$ cat src/design/ssf_defs.svh
`ifndef SSF_DEFS_SVH
`define SSF_DEFS_SVH

// register byte addresses on the AXI4-Lite port
`define SSF_ADDR_STATUS 32'h0000_0000
`define SSF_ADDR_CTRL 32'h0000_0004
`define SSF_ADDR_RXBUF 32'h0000_0008

// serial_status field positions
`define SSF_TX_BUFFER_EMPTY 7
`define SSF_RX_BUFFER_FULL 6
`define SSF_OVERRUN_ERROR 5
`define SSF_FRAMING_ERROR 4
`define SSF_PARITY_ERROR 3
`define SSF_TRANSMIT_END 2
`define SSF_RX_MULTIPROC_BIT 1
`define SSF_TX_MULTIPROC_BIT 0

// serial_status value after reset and in standby
`define SSF_STATUS_RESET 8'h84

// serial_control field positions (block-local control register)
`define SSF_CTL_TRANSMIT_ENABLE 0
`define SSF_CTL_RECEIVE_ENABLE 1
`define SSF_CTL_SYNC_MODE 2
`define SSF_CTL_PARITY_ENABLE 3
`define SSF_CTL_PARITY_ODD 4
`define SSF_CTL_TWO_STOP 5
`define SSF_CTL_MULTIPROC 6
`define SSF_CTL_RESET 8'h00
`define SSF_CTL_MASK 8'h7F

// axi responses
`define SSF_RESP_OKAY 2'h0
`define SSF_RESP_SLVERR 2'h2

`endif

$ cat src/design/ssf_pkg.sv
package ssf_pkg;

  // write channel progress of the bus slave, gray from collect to issue to resp; two bits flip on the return to collect
  typedef enum logic [1:0] {
    SSF_WR_COLLECT = 2'h0,
    SSF_WR_ISSUE = 2'h1,
    SSF_WR_RESP = 2'h3
  } ssf_wr_state_t;

  // read channel progress of the bus slave
  typedef enum logic {
    SSF_RD_IDLE = 1'h0,
    SSF_RD_RESP = 1'h1
  } ssf_rd_state_t;

endpackage

$ cat src/design/ssf_serial_status_flags.sv
// Register access over AXI4-Lite and the placing of the registers were left to the implementer.
`timescale 1ns/1ps
`include "ssf_defs.svh"

module ssf_serial_status_flags (
  input wire logic aclk,
  input wire logic aresetn,
  input wire logic [31:0] s_axi_awaddr,
  input wire logic s_axi_awvalid,
  output logic s_axi_awready,
  input wire logic [31:0] s_axi_wdata,
  input wire logic [3:0] s_axi_wstrb,
  input wire logic s_axi_wvalid,
  output logic s_axi_wready,
  output logic [1:0] s_axi_bresp,
  output logic s_axi_bvalid,
  input wire logic s_axi_bready,
  input wire logic [31:0] s_axi_araddr,
  input wire logic s_axi_arvalid,
  output logic s_axi_arready,
  output logic [31:0] s_axi_rdata,
  output logic [1:0] s_axi_rresp,
  output logic s_axi_rvalid,
  input wire logic s_axi_rready,
  input wire logic standby,
  input wire logic tx_load,
  input wire logic tx_last_bit,
  input wire logic rx_done,
  input wire logic [7:0] rx_data,
  input wire logic rx_parity_bit,
  input wire logic rx_stop_bit,
  input wire logic rx_mp_bit,
  input wire logic dma_tx_write,
  input wire logic dma_rx_read,
  output logic [7:0] serial_status,
  output logic [7:0] serial_control,
  output logic [7:0] rx_buffer,
  output logic tx_multiproc_bit,
  output logic rx_hold,
  output logic tx_hold
);

  ////////////////////////////////////////////////////////////////////////////
  // helpers

  // set beats clear so an event in the clearing cycle survives
  function automatic logic flag_next(input logic cur, input logic set, input logic clr);
    flag_next = set ? 1'b1 : (clr ? 1'b0 : cur);
  endfunction

  // arming: a fresh set disarms, a read that sees 1 arms, a clear disarms
  function automatic logic arm_next(input logic armed, input logic flag, input logic set,
                                    input logic rd, input logic clr);
    arm_next = (set | clr) ? 1'b0 : ((rd & flag) ? 1'b1 : armed);
  endfunction

  // true when ones in data plus parity bit break the chosen parity
  function automatic logic parity_bad(input logic [7:0] d, input logic p, input logic odd);
    parity_bad = ((^d) ^ p) != odd;
  endfunction

  ////////////////////////////////////////////////////////////////////////////
  // register bus

  logic wr_fire;
  logic [31:0] wr_addr;
  logic [31:0] wr_data;
  logic [3:0] wr_strb;
  logic wr_err;
  logic rd_fire;
  logic [31:0] rd_addr;
  logic [31:0] rd_data;
  logic rd_err;

  ssf_axil_slave u_bus (
    .aclk(aclk),
    .aresetn(aresetn),
    .s_axi_awaddr(s_axi_awaddr),
    .s_axi_awvalid(s_axi_awvalid),
    .s_axi_awready(s_axi_awready),
    .s_axi_wdata(s_axi_wdata),
    .s_axi_wstrb(s_axi_wstrb),
    .s_axi_wvalid(s_axi_wvalid),
    .s_axi_wready(s_axi_wready),
    .s_axi_bresp(s_axi_bresp),
    .s_axi_bvalid(s_axi_bvalid),
    .s_axi_bready(s_axi_bready),
    .s_axi_araddr(s_axi_araddr),
    .s_axi_arvalid(s_axi_arvalid),
    .s_axi_arready(s_axi_arready),
    .s_axi_rdata(s_axi_rdata),
    .s_axi_rresp(s_axi_rresp),
    .s_axi_rvalid(s_axi_rvalid),
    .s_axi_rready(s_axi_rready),
    .wr_fire(wr_fire),
    .wr_addr(wr_addr),
    .wr_data(wr_data),
    .wr_strb(wr_strb),
    .wr_err(wr_err),
    .rd_fire(rd_fire),
    .rd_addr(rd_addr),
    .rd_data(rd_data),
    .rd_err(rd_err)
  );

  logic [7:0] status_r;
  logic [7:0] status_nxt;
  logic [7:0] armed_r;
  logic [7:0] armed_nxt;
  logic [7:0] ctrl_r;
  logic [7:0] rxbuf_r;
  logic te_prev_r;
  logic rx_hold_r;
  logic tx_hold_r;

  // address decode, byte lane 0 carries every register
  wire wr_is_status = (wr_addr == `SSF_ADDR_STATUS);
  wire wr_is_ctrl = (wr_addr == `SSF_ADDR_CTRL);
  wire wr_is_rxbuf = (wr_addr == `SSF_ADDR_RXBUF);
  wire rd_is_status = (rd_addr == `SSF_ADDR_STATUS);
  wire rd_is_ctrl = (rd_addr == `SSF_ADDR_CTRL);
  wire rd_is_rxbuf = (rd_addr == `SSF_ADDR_RXBUF);
  wire status_wr = wr_fire & wr_is_status & wr_strb[0];
  wire ctrl_wr = wr_fire & wr_is_ctrl & wr_strb[0];
  wire status_rd = rd_fire & rd_is_status;

  // rx_buffer is read-only; a write there is accepted and dropped
  assign wr_err = ~(wr_is_status | wr_is_ctrl | wr_is_rxbuf);
  assign rd_err = ~(rd_is_status | rd_is_ctrl | rd_is_rxbuf);
  // upper data bits always read as zero
  assign rd_data = rd_is_status ? {24'h00_0000, status_r} :
                   rd_is_ctrl ? {24'h00_0000, ctrl_r} :
                   rd_is_rxbuf ? {24'h00_0000, rxbuf_r} : 32'h0000_0000;

  ////////////////////////////////////////////////////////////////////////////
  // control bits

  // two_stop is stored for the shifter only; the stop check needs nothing from it
  wire te = ctrl_r[`SSF_CTL_TRANSMIT_ENABLE];
  wire re = ctrl_r[`SSF_CTL_RECEIVE_ENABLE];
  wire sync_mode = ctrl_r[`SSF_CTL_SYNC_MODE];
  wire par_en = ctrl_r[`SSF_CTL_PARITY_ENABLE];
  wire par_odd = ctrl_r[`SSF_CTL_PARITY_ODD];
  wire mp_fmt = ctrl_r[`SSF_CTL_MULTIPROC];
  wire async_mode = ~sync_mode;
  // falling transmit enable, seen one cycle after the control write
  wire tx_disable = te_prev_r & ~te;

  ////////////////////////////////////////////////////////////////////////////
  // receive completion classification

  wire err_pending = status_r[`SSF_OVERRUN_ERROR] | status_r[`SSF_FRAMING_ERROR] |
                     status_r[`SSF_PARITY_ERROR];
  // completions are ignored while disabled or while errors wait
  wire rx_take = rx_done & re & ~err_pending;
  wire rx_buffer_full = status_r[`SSF_RX_BUFFER_FULL];
  wire rx_ovr = rx_take & rx_buffer_full;
  // an overrun keeps the old character, so only a free buffer is loaded
  wire rx_land = rx_take & ~rx_buffer_full;
  // only the first stop bit reaches this port; the second is never looked at
  wire rx_fer = rx_land & async_mode & ~rx_stop_bit;
  wire rx_per = rx_land & async_mode & par_en & parity_bad(rx_data, rx_parity_bit, par_odd);
  wire rx_ok = rx_land & ~rx_fer & ~rx_per;
  wire rx_mp_cap = rx_land & async_mode & mp_fmt;

  ////////////////////////////////////////////////////////////////////////////
  // flag set and clear terms

  wire tx_buffer_empty_set = tx_load | tx_disable;
  wire transmit_end_set = (tx_last_bit & status_r[`SSF_TX_BUFFER_EMPTY]) | tx_disable;
  // a zero write counts only where software saw the flag at 1
  wire [7:0] wr_zero = status_wr ? ~wr_data[7:0] : 8'h00;
  wire [7:0] sw_clr = wr_zero & armed_r;
  // a dma write is a hardware access and needs no read first
  wire tx_buffer_empty_clr = sw_clr[`SSF_TX_BUFFER_EMPTY] | dma_tx_write;

  logic [7:0] set_v;
  logic [7:0] clr_v;
  logic [7:0] rd_v;

  // per-bit set and clear vectors, bits 1 and 0 carry none
  always_comb begin
    set_v = 8'h00;
    clr_v = 8'h00;
    set_v[`SSF_TX_BUFFER_EMPTY] = tx_buffer_empty_set;
    clr_v[`SSF_TX_BUFFER_EMPTY] = tx_buffer_empty_clr;
    set_v[`SSF_RX_BUFFER_FULL] = rx_ok;
    clr_v[`SSF_RX_BUFFER_FULL] = sw_clr[`SSF_RX_BUFFER_FULL] | dma_rx_read;
    set_v[`SSF_OVERRUN_ERROR] = rx_ovr;
    clr_v[`SSF_OVERRUN_ERROR] = sw_clr[`SSF_OVERRUN_ERROR];
    set_v[`SSF_FRAMING_ERROR] = rx_fer;
    clr_v[`SSF_FRAMING_ERROR] = sw_clr[`SSF_FRAMING_ERROR];
    set_v[`SSF_PARITY_ERROR] = rx_per;
    clr_v[`SSF_PARITY_ERROR] = sw_clr[`SSF_PARITY_ERROR];
    // transmit end falls together with tx_buffer_empty
    set_v[`SSF_TRANSMIT_END] = transmit_end_set;
    clr_v[`SSF_TRANSMIT_END] = tx_buffer_empty_clr;
    rd_v = status_rd ? 8'hFF : 8'h00;
  end

  // next status: flags by set/clear, bit 1 by capture, bit 0 by software
  always_comb begin
    status_nxt = status_r;
    armed_nxt = 8'h00;
    for (int i = `SSF_TRANSMIT_END; i <= `SSF_TX_BUFFER_EMPTY; i++) begin
      status_nxt[i] = flag_next(status_r[i], set_v[i], clr_v[i]);
      armed_nxt[i] = arm_next(armed_r[i], status_r[i], set_v[i], rd_v[i], clr_v[i]);
    end
    // transmit end is never armed by software; it follows tx_buffer_empty
    armed_nxt[`SSF_TRANSMIT_END] = 1'b0;
    if (rx_mp_cap) begin
      status_nxt[`SSF_RX_MULTIPROC_BIT] = rx_mp_bit;
    end
    // bit 0 is a plain software bit with no read-before-write
    if (status_wr) begin
      status_nxt[`SSF_TX_MULTIPROC_BIT] = wr_data[`SSF_TX_MULTIPROC_BIT];
    end
  end

  ////////////////////////////////////////////////////////////////////////////
  // status register, standby holds it at its reset value
  // standby wins over every event that falls in the same cycle
  always_ff @(posedge aclk) begin
    if (!aresetn || standby) begin
      status_r <= `SSF_STATUS_RESET;
      armed_r <= 8'h00;
    end else begin
      status_r <= status_nxt;
      armed_r <= armed_nxt;
    end
  end

  // receive buffer: errored characters still land, overrun keeps old data
  // standby leaves the buffer alone; only reset clears it
  always_ff @(posedge aclk) begin
    if (!aresetn) begin
      rxbuf_r <= 8'h00;
    end else if (rx_land) begin
      rxbuf_r <= rx_data;
    end
  end

  // control register; transmit enable history feeds the disable edge
  // the mask keeps bit 7 at zero so it always reads 0
  always_ff @(posedge aclk) begin
    if (!aresetn) begin
      ctrl_r <= `SSF_CTL_RESET;
      te_prev_r <= 1'b0;
    end else begin
      te_prev_r <= te;
      if (ctrl_wr) begin
        ctrl_r <= wr_data[7:0] & `SSF_CTL_MASK;
      end
    end
  end

  // hold outputs stop the receive shifter while an error is pending, and the transmit shifter only in sync mode
  // they track the flags of the same edge, so a cleared error frees the shifters at once
  wire err_nxt = status_nxt[`SSF_OVERRUN_ERROR] | status_nxt[`SSF_FRAMING_ERROR] |
                 status_nxt[`SSF_PARITY_ERROR];
  wire sync_nxt = ctrl_wr ? wr_data[`SSF_CTL_SYNC_MODE] : sync_mode;
  // standby drops the holds together with the flags
  always_ff @(posedge aclk) begin
    if (!aresetn || standby) begin
      rx_hold_r <= 1'b0;
      tx_hold_r <= 1'b0;
    end else begin
      rx_hold_r <= err_nxt;
      tx_hold_r <= sync_nxt & err_nxt;
    end
  end

  ////////////////////////////////////////////////////////////////////////////
  // outputs, all from flops
  assign serial_status = status_r;
  assign serial_control = ctrl_r;
  assign rx_buffer = rxbuf_r;
  // only meaningful for asynchronous multiprocessor framing
  assign tx_multiproc_bit = status_r[`SSF_TX_MULTIPROC_BIT];
  assign rx_hold = rx_hold_r;
  assign tx_hold = tx_hold_r;

endmodule // ssf_serial_status_flags

$ cat src/design/ssf_axil_slave.sv
`timescale 1ns/1ps
`include "ssf_defs.svh"

module ssf_axil_slave (
  input wire logic aclk,
  input wire logic aresetn,
  input wire logic [31:0] s_axi_awaddr,
  input wire logic s_axi_awvalid,
  output logic s_axi_awready,
  input wire logic [31:0] s_axi_wdata,
  input wire logic [3:0] s_axi_wstrb,
  input wire logic s_axi_wvalid,
  output logic s_axi_wready,
  output logic [1:0] s_axi_bresp,
  output logic s_axi_bvalid,
  input wire logic s_axi_bready,
  input wire logic [31:0] s_axi_araddr,
  input wire logic s_axi_arvalid,
  output logic s_axi_arready,
  output logic [31:0] s_axi_rdata,
  output logic [1:0] s_axi_rresp,
  output logic s_axi_rvalid,
  input wire logic s_axi_rready,
  output logic wr_fire,
  output logic [31:0] wr_addr,
  output logic [31:0] wr_data,
  output logic [3:0] wr_strb,
  input wire logic wr_err,
  output logic rd_fire,
  output logic [31:0] rd_addr,
  input wire logic [31:0] rd_data,
  input wire logic rd_err
);

  ssf_pkg::ssf_wr_state_t wst_r;
  ssf_pkg::ssf_rd_state_t rst_r;
  logic have_aw_r;
  logic have_w_r;
  logic [31:0] awaddr_r;
  logic [31:0] wdata_r;
  logic [3:0] wstrb_r;
  logic aw_take;
  logic w_take;

  // address and data may arrive in either order; each is held once taken
  assign aw_take = s_axi_awvalid & s_axi_awready;
  assign w_take = s_axi_wvalid & s_axi_wready;
  assign wr_fire = (wst_r == ssf_pkg::SSF_WR_ISSUE);
  assign wr_addr = awaddr_r;
  assign wr_data = wdata_r;
  assign wr_strb = wstrb_r;
  // read side effects happen on the address handshake itself
  assign rd_fire = s_axi_arvalid & s_axi_arready;
  assign rd_addr = s_axi_araddr;

  ////////////////////////////////////////////////////////////////////////////
  // write channel
  always_ff @(posedge aclk) begin
    if (!aresetn) begin
      wst_r <= ssf_pkg::SSF_WR_COLLECT;
      have_aw_r <= 1'b0;
      have_w_r <= 1'b0;
      awaddr_r <= 32'h0000_0000;
      wdata_r <= 32'h0000_0000;
      wstrb_r <= 4'h0;
      s_axi_awready <= 1'b1;
      s_axi_wready <= 1'b1;
      s_axi_bvalid <= 1'b0;
      s_axi_bresp <= `SSF_RESP_OKAY;
    end else begin
      case (wst_r)
        ssf_pkg::SSF_WR_COLLECT: begin
          if (aw_take) begin
            awaddr_r <= s_axi_awaddr;
            have_aw_r <= 1'b1;
            s_axi_awready <= 1'b0;
          end
          if (w_take) begin
            wdata_r <= s_axi_wdata;
            wstrb_r <= s_axi_wstrb;
            have_w_r <= 1'b1;
            s_axi_wready <= 1'b0;
          end
          if ((have_aw_r | aw_take) & (have_w_r | w_take)) begin
            wst_r <= ssf_pkg::SSF_WR_ISSUE;
          end
        end
        ssf_pkg::SSF_WR_ISSUE: begin
          s_axi_bresp <= wr_err ? `SSF_RESP_SLVERR : `SSF_RESP_OKAY;
          s_axi_bvalid <= 1'b1;
          wst_r <= ssf_pkg::SSF_WR_RESP;
        end
        ssf_pkg::SSF_WR_RESP: begin
          if (s_axi_bready) begin
            s_axi_bvalid <= 1'b0;
            have_aw_r <= 1'b0;
            have_w_r <= 1'b0;
            s_axi_awready <= 1'b1;
            s_axi_wready <= 1'b1;
            wst_r <= ssf_pkg::SSF_WR_COLLECT;
          end
        end
        default: wst_r <= ssf_pkg::SSF_WR_COLLECT;
      endcase
    end
  end

  ////////////////////////////////////////////////////////////////////////////
  // read channel: one read in flight, data registered on the handshake
  always_ff @(posedge aclk) begin
    if (!aresetn) begin
      rst_r <= ssf_pkg::SSF_RD_IDLE;
      s_axi_arready <= 1'b1;
      s_axi_rvalid <= 1'b0;
      s_axi_rdata <= 32'h0000_0000;
      s_axi_rresp <= `SSF_RESP_OKAY;
    end else begin
      case (rst_r)
        ssf_pkg::SSF_RD_IDLE: begin
          if (rd_fire) begin
            s_axi_rdata <= rd_data;
            s_axi_rresp <= rd_err ? `SSF_RESP_SLVERR : `SSF_RESP_OKAY;
            s_axi_rvalid <= 1'b1;
            s_axi_arready <= 1'b0;
            rst_r <= ssf_pkg::SSF_RD_RESP;
          end
        end
        ssf_pkg::SSF_RD_RESP: begin
          if (s_axi_rready) begin
            s_axi_rvalid <= 1'b0;
            s_axi_arready <= 1'b1;
            rst_r <= ssf_pkg::SSF_RD_IDLE;
          end
        end
        default: rst_r <= ssf_pkg::SSF_RD_IDLE;
      endcase
    end
  end

endmodule // ssf_axil_slave

$ cat config.mk
export PLATFORM = sky130hd
export DESIGN_NAME = ssf_serial_status_flags
export DESIGN_NICKNAME = d
export VERILOG_FILES = /design/src/design/ssf_pkg.sv /design/src/design/ssf_serial_status_flags.sv /design/src/design/ssf_axil_slave.sv
export VERILOG_INCLUDE_DIRS = /design/src /design/src/design
export SDC_FILE = /design/constraint.sdc
export NUM_CORES = 1
export LEC_CHECK = 0
export ABC_AREA = 1
export ABC_CLOCK_PERIOD_IN_PS = 3600
export BUFFER_PORTS_ARGS = -buffer_cell sky130_fd_sc_hd__buf_2
export CAP_MARGIN = 20
export CORE_MARGIN = 1
export CORE_UTILIZATION = 40
export CTS_BUF_LIST = sky130_fd_sc_hd__clkbuf_8
export DETAILED_ROUTE_END_ITERATION = 10
export PLACE_DENSITY = 0.7
export SETUP_SLACK_MARGIN = 0.4
export SYNTH_ARGS = -nofsm -noshare
export SYNTH_HDL_FRONTEND = slang
export SYNTH_SLANG_ARGS = --single-unit
export TNS_END_PERCENT = 20
$ cat constraint.sdc
create_clock -name aclk -period 3.6 [get_ports aclk]
set_input_delay 0.54 -clock aclk [delete_from_list [all_inputs] [get_ports aclk]]
set_output_delay 0.54 -clock aclk [all_outputs]
set_load 0.05 [all_outputs]
==> impl_metrics.toml <==
[cts]
clock_sinks = 92
cts_made_buffers = 9
clock_latency_ns = 0.37
cts_setup_buffers = 0
htree_levels = 3
clk_pin_slew_ns = 0.10
cts_tree = "built"
cts-root-buf = "clkbuf_8"
cts_hold_buf = 0
clockBufferDepth = 2
cts_resized = 0

[critical_path]
startpoint_type = "primary input"
cp-end-kind = "register"
cp.required_ns = 3.91
worstPathMaxFanout = 17
crit_arrival_ns = 2.26
worstSetupPathType = "in2reg"

[synth]
ys_ff_latch = 92
synth_top_area_share_pct = 42.74
synthTopCellsByArea = "dfxtp_1, nor2_1, nand2_1"
ys_warn_count = 0
avgSynthCellArea_um2 = 7.194
netlist_area_um2 = 4309
yosys.area.top_type = "dfxtp_1"
ys_seq_area_share_pct = 42.74
post_synth_num_cell_types = 35
syn_inst = 599

[detailed_routing]
antenna_left = 0
via_per_inst = 4.668
wire_per_inst_um = 12.12
drc = 0
drt_first_pass_iters = 5
wirelength_um = 10520
first_iter_violations = 153
vias = 4052

[finish]
area_growth_pct = 19.43
drive_above_1_share_pct = 26.64
layout_commonest_cell = "nor2_1"
fillers = 1052
nets = 851
diodes = 0
final_cell_mix = "nor2_1, buf_2, dfxtp_1"

[timing]
min_period_ns = 1.946
hold_viol = 0
slew_headroom_pct = 43.26
worstMarginPinSlew_ns = 0.8502
period_share_pct = 54.05
rsz0062_at_grt = "no"
setup_viol = 0
max_freq_ghz = 0.5139
drv_slew = 0
whs_ns = 0.3729
clock_skew_ns = 0.01725
fin_tns_setup_ns = 0

[placed_design]
portBuffers = 137
hpwl_um = 8067
gp_congestion = 0.8351

[worst_hold_path]
min_path_type = "in2reg"

[status]
status = "finished, final reports clean"

[die]
core_um2 = 10370
core.rowCount = 37
die_w_um = 105.8
die_area_um2 = 11190
die_y_um = 105.8
start_util_pct = 41.55
pin_count = 192

[power_and_ir_drop]
power_density_nw_per_um2 = 440.8
peakVddDrop_uv = 255.8
p_leak_nw = 2.494

[global_route]
grt_pass1_wl_um = 17030
antenna_found_initial = 0
grt_max_degree = 60
grt_pass1_vias = 3680
overflow = 0
track_usage_pct = 19.51

[run]
cap_violations = 0
[metal layers]
layer / GRT usage [%] / vias up / part of all wire [%]
met5: 0 / - / 0
met4: 9.722 / 0 / 2.7
met3: 4.143 / 21 / 7.5
met2: 32.73 / 157 / 45
met1: 23.53 / 1760 / 44
li1: - / 2114 / -
[Yosys cell counts]
cell type	count
nor2_1	144
dfxtp_1	92
nand2_1	80
o21ai_0	54
inv_1	46
nand3_1	39
a21oi_1	31
buf_4	28
o21ai_1	11
clkbuf_1	10
a21oi_2	8
buf_2	6
nor2_2	5
nor2_4	5
nor3_2	5
inv_2	4
nand2_2	4
nand3_2	3
a31oi_1	2
buf_1	2
buf_6	2
nand3b_1	2
nand4_1	2
xnor2_1	2
xor2_1	2
a21boi_0	1
conb_1	1
nand3b_4	1
nand4_2	1
nor3_4	1
nor3b_4	1
o21ai_2	1
o221ai_1	1
o31ai_2	1
or2_4	1
[state kept, by name (all words and copies together), names as in the netlist]
signal	cells
u_bus.have_aw_r	1
u_bus.rst_r	1
u_bus.s_axi_arready	1
u_bus.s_axi_bvalid	1
u_bus.s_axi_bresp	1
u_bus.wr_strb	1
rx_hold	1
te_prev_r	1
u_bus.s_axi_rvalid	1
serial_status	8
u_bus.wr_addr	32
armed_r	5
u_bus.have_w_r	1
u_bus.s_axi_rresp	1
serial_control	7
u_bus.s_axi_awready	1
u_bus.s_axi_rdata	8
u_bus.s_axi_wready	1
u_bus.wr_data	8
tx_hold	1
rx_buffer	8
u_bus.wst_r	2
[stage by stage]
| stage | worst slack (ns) | cell area (um2) | std cells | utilization [%] | total power, mW |
|---|---|---|---|---|---|
| finish | 1.654 | 5146 | 868 | 49.63 | 2.268 |
| global route | 1.477 | 5146 | 868 | 49.63 | 2.417 |
| CTS | 1.691 | 5146 | 868 | 49.63 | 2.301 |
| detailed placement | 1.283 | 4970 | 852 | 47.92 | 1.663 |
| global placement | 1.291 | 4970 | 852 | 47.92 | 1.648 |
| floorplan | 1.845 | 4407 | 625 | - | 1.557 |
[final cells by class]
cell class | instances | area [um2] | area share, %
Sequential cell | 92 | 1842 | 35.79
Clock buffer | 10 | 137.6 | 2.674
Clock inverter | 6 | 38.79 | 0.7537
Inverter | 50 | 187.7 | 3.647
Timing Repair Buffer | 139 | 700.7 | 13.62
Multi-Input combinational cell | 435 | 2069 | 40.21
Tap cell | 136 | 170.2 | 3.307
[report_power, final]
part / internal, mW / leakage (nW) / switching, mW
clock: 0.269 / 0.0938 / 0.365
combinational: 0.151 / 1.65 / 0.325
sequential: 1.11 / 0.753 / 0.0526
total: 1.53 / 2.49 / 0.742
[logic make-up after synthesis]
| family | after synthesis | synth area share, % |
|---|---|---|
| other | 1 | 0.08702 |
| and+or+nand+nor | 294 | 30.92 |
| AOI/OAI and AO/OA | 110 | 13.94 |
| buffers and inverters | 98 | 11.50 |
| DFF | 92 | 42.74 |
| xor gates and xnor gates | 4 | 0.8132 |
[worst max-delay path: stages]
cell and delay [ns]:
buf_2 0.10, nor2_1 0.11, nand2_1 0.06, nor2_1 0.08, nand2_1 0.07, inv_2 0.22, nand3_1 0.45, inv_2 0.27
nand2_1 0.08, nand3_1 0.10, nand2_1 0.07, a21oi_2 0.11
[path summary, 6_finish.rpt]
check,slack [ns],end,start,cells after the start
max,1.65,u_bus.s_axi_rdata[5],s_axi_araddr[19],12
min,0.37,serial_status[7],tx_load,3
max reg2reg,1.80,tx_hold,serial_control[1],10
min reg2reg,0.46,armed_r[3],armed_r[3],2
No activity file was read; power rests on OpenSTA's default activity.
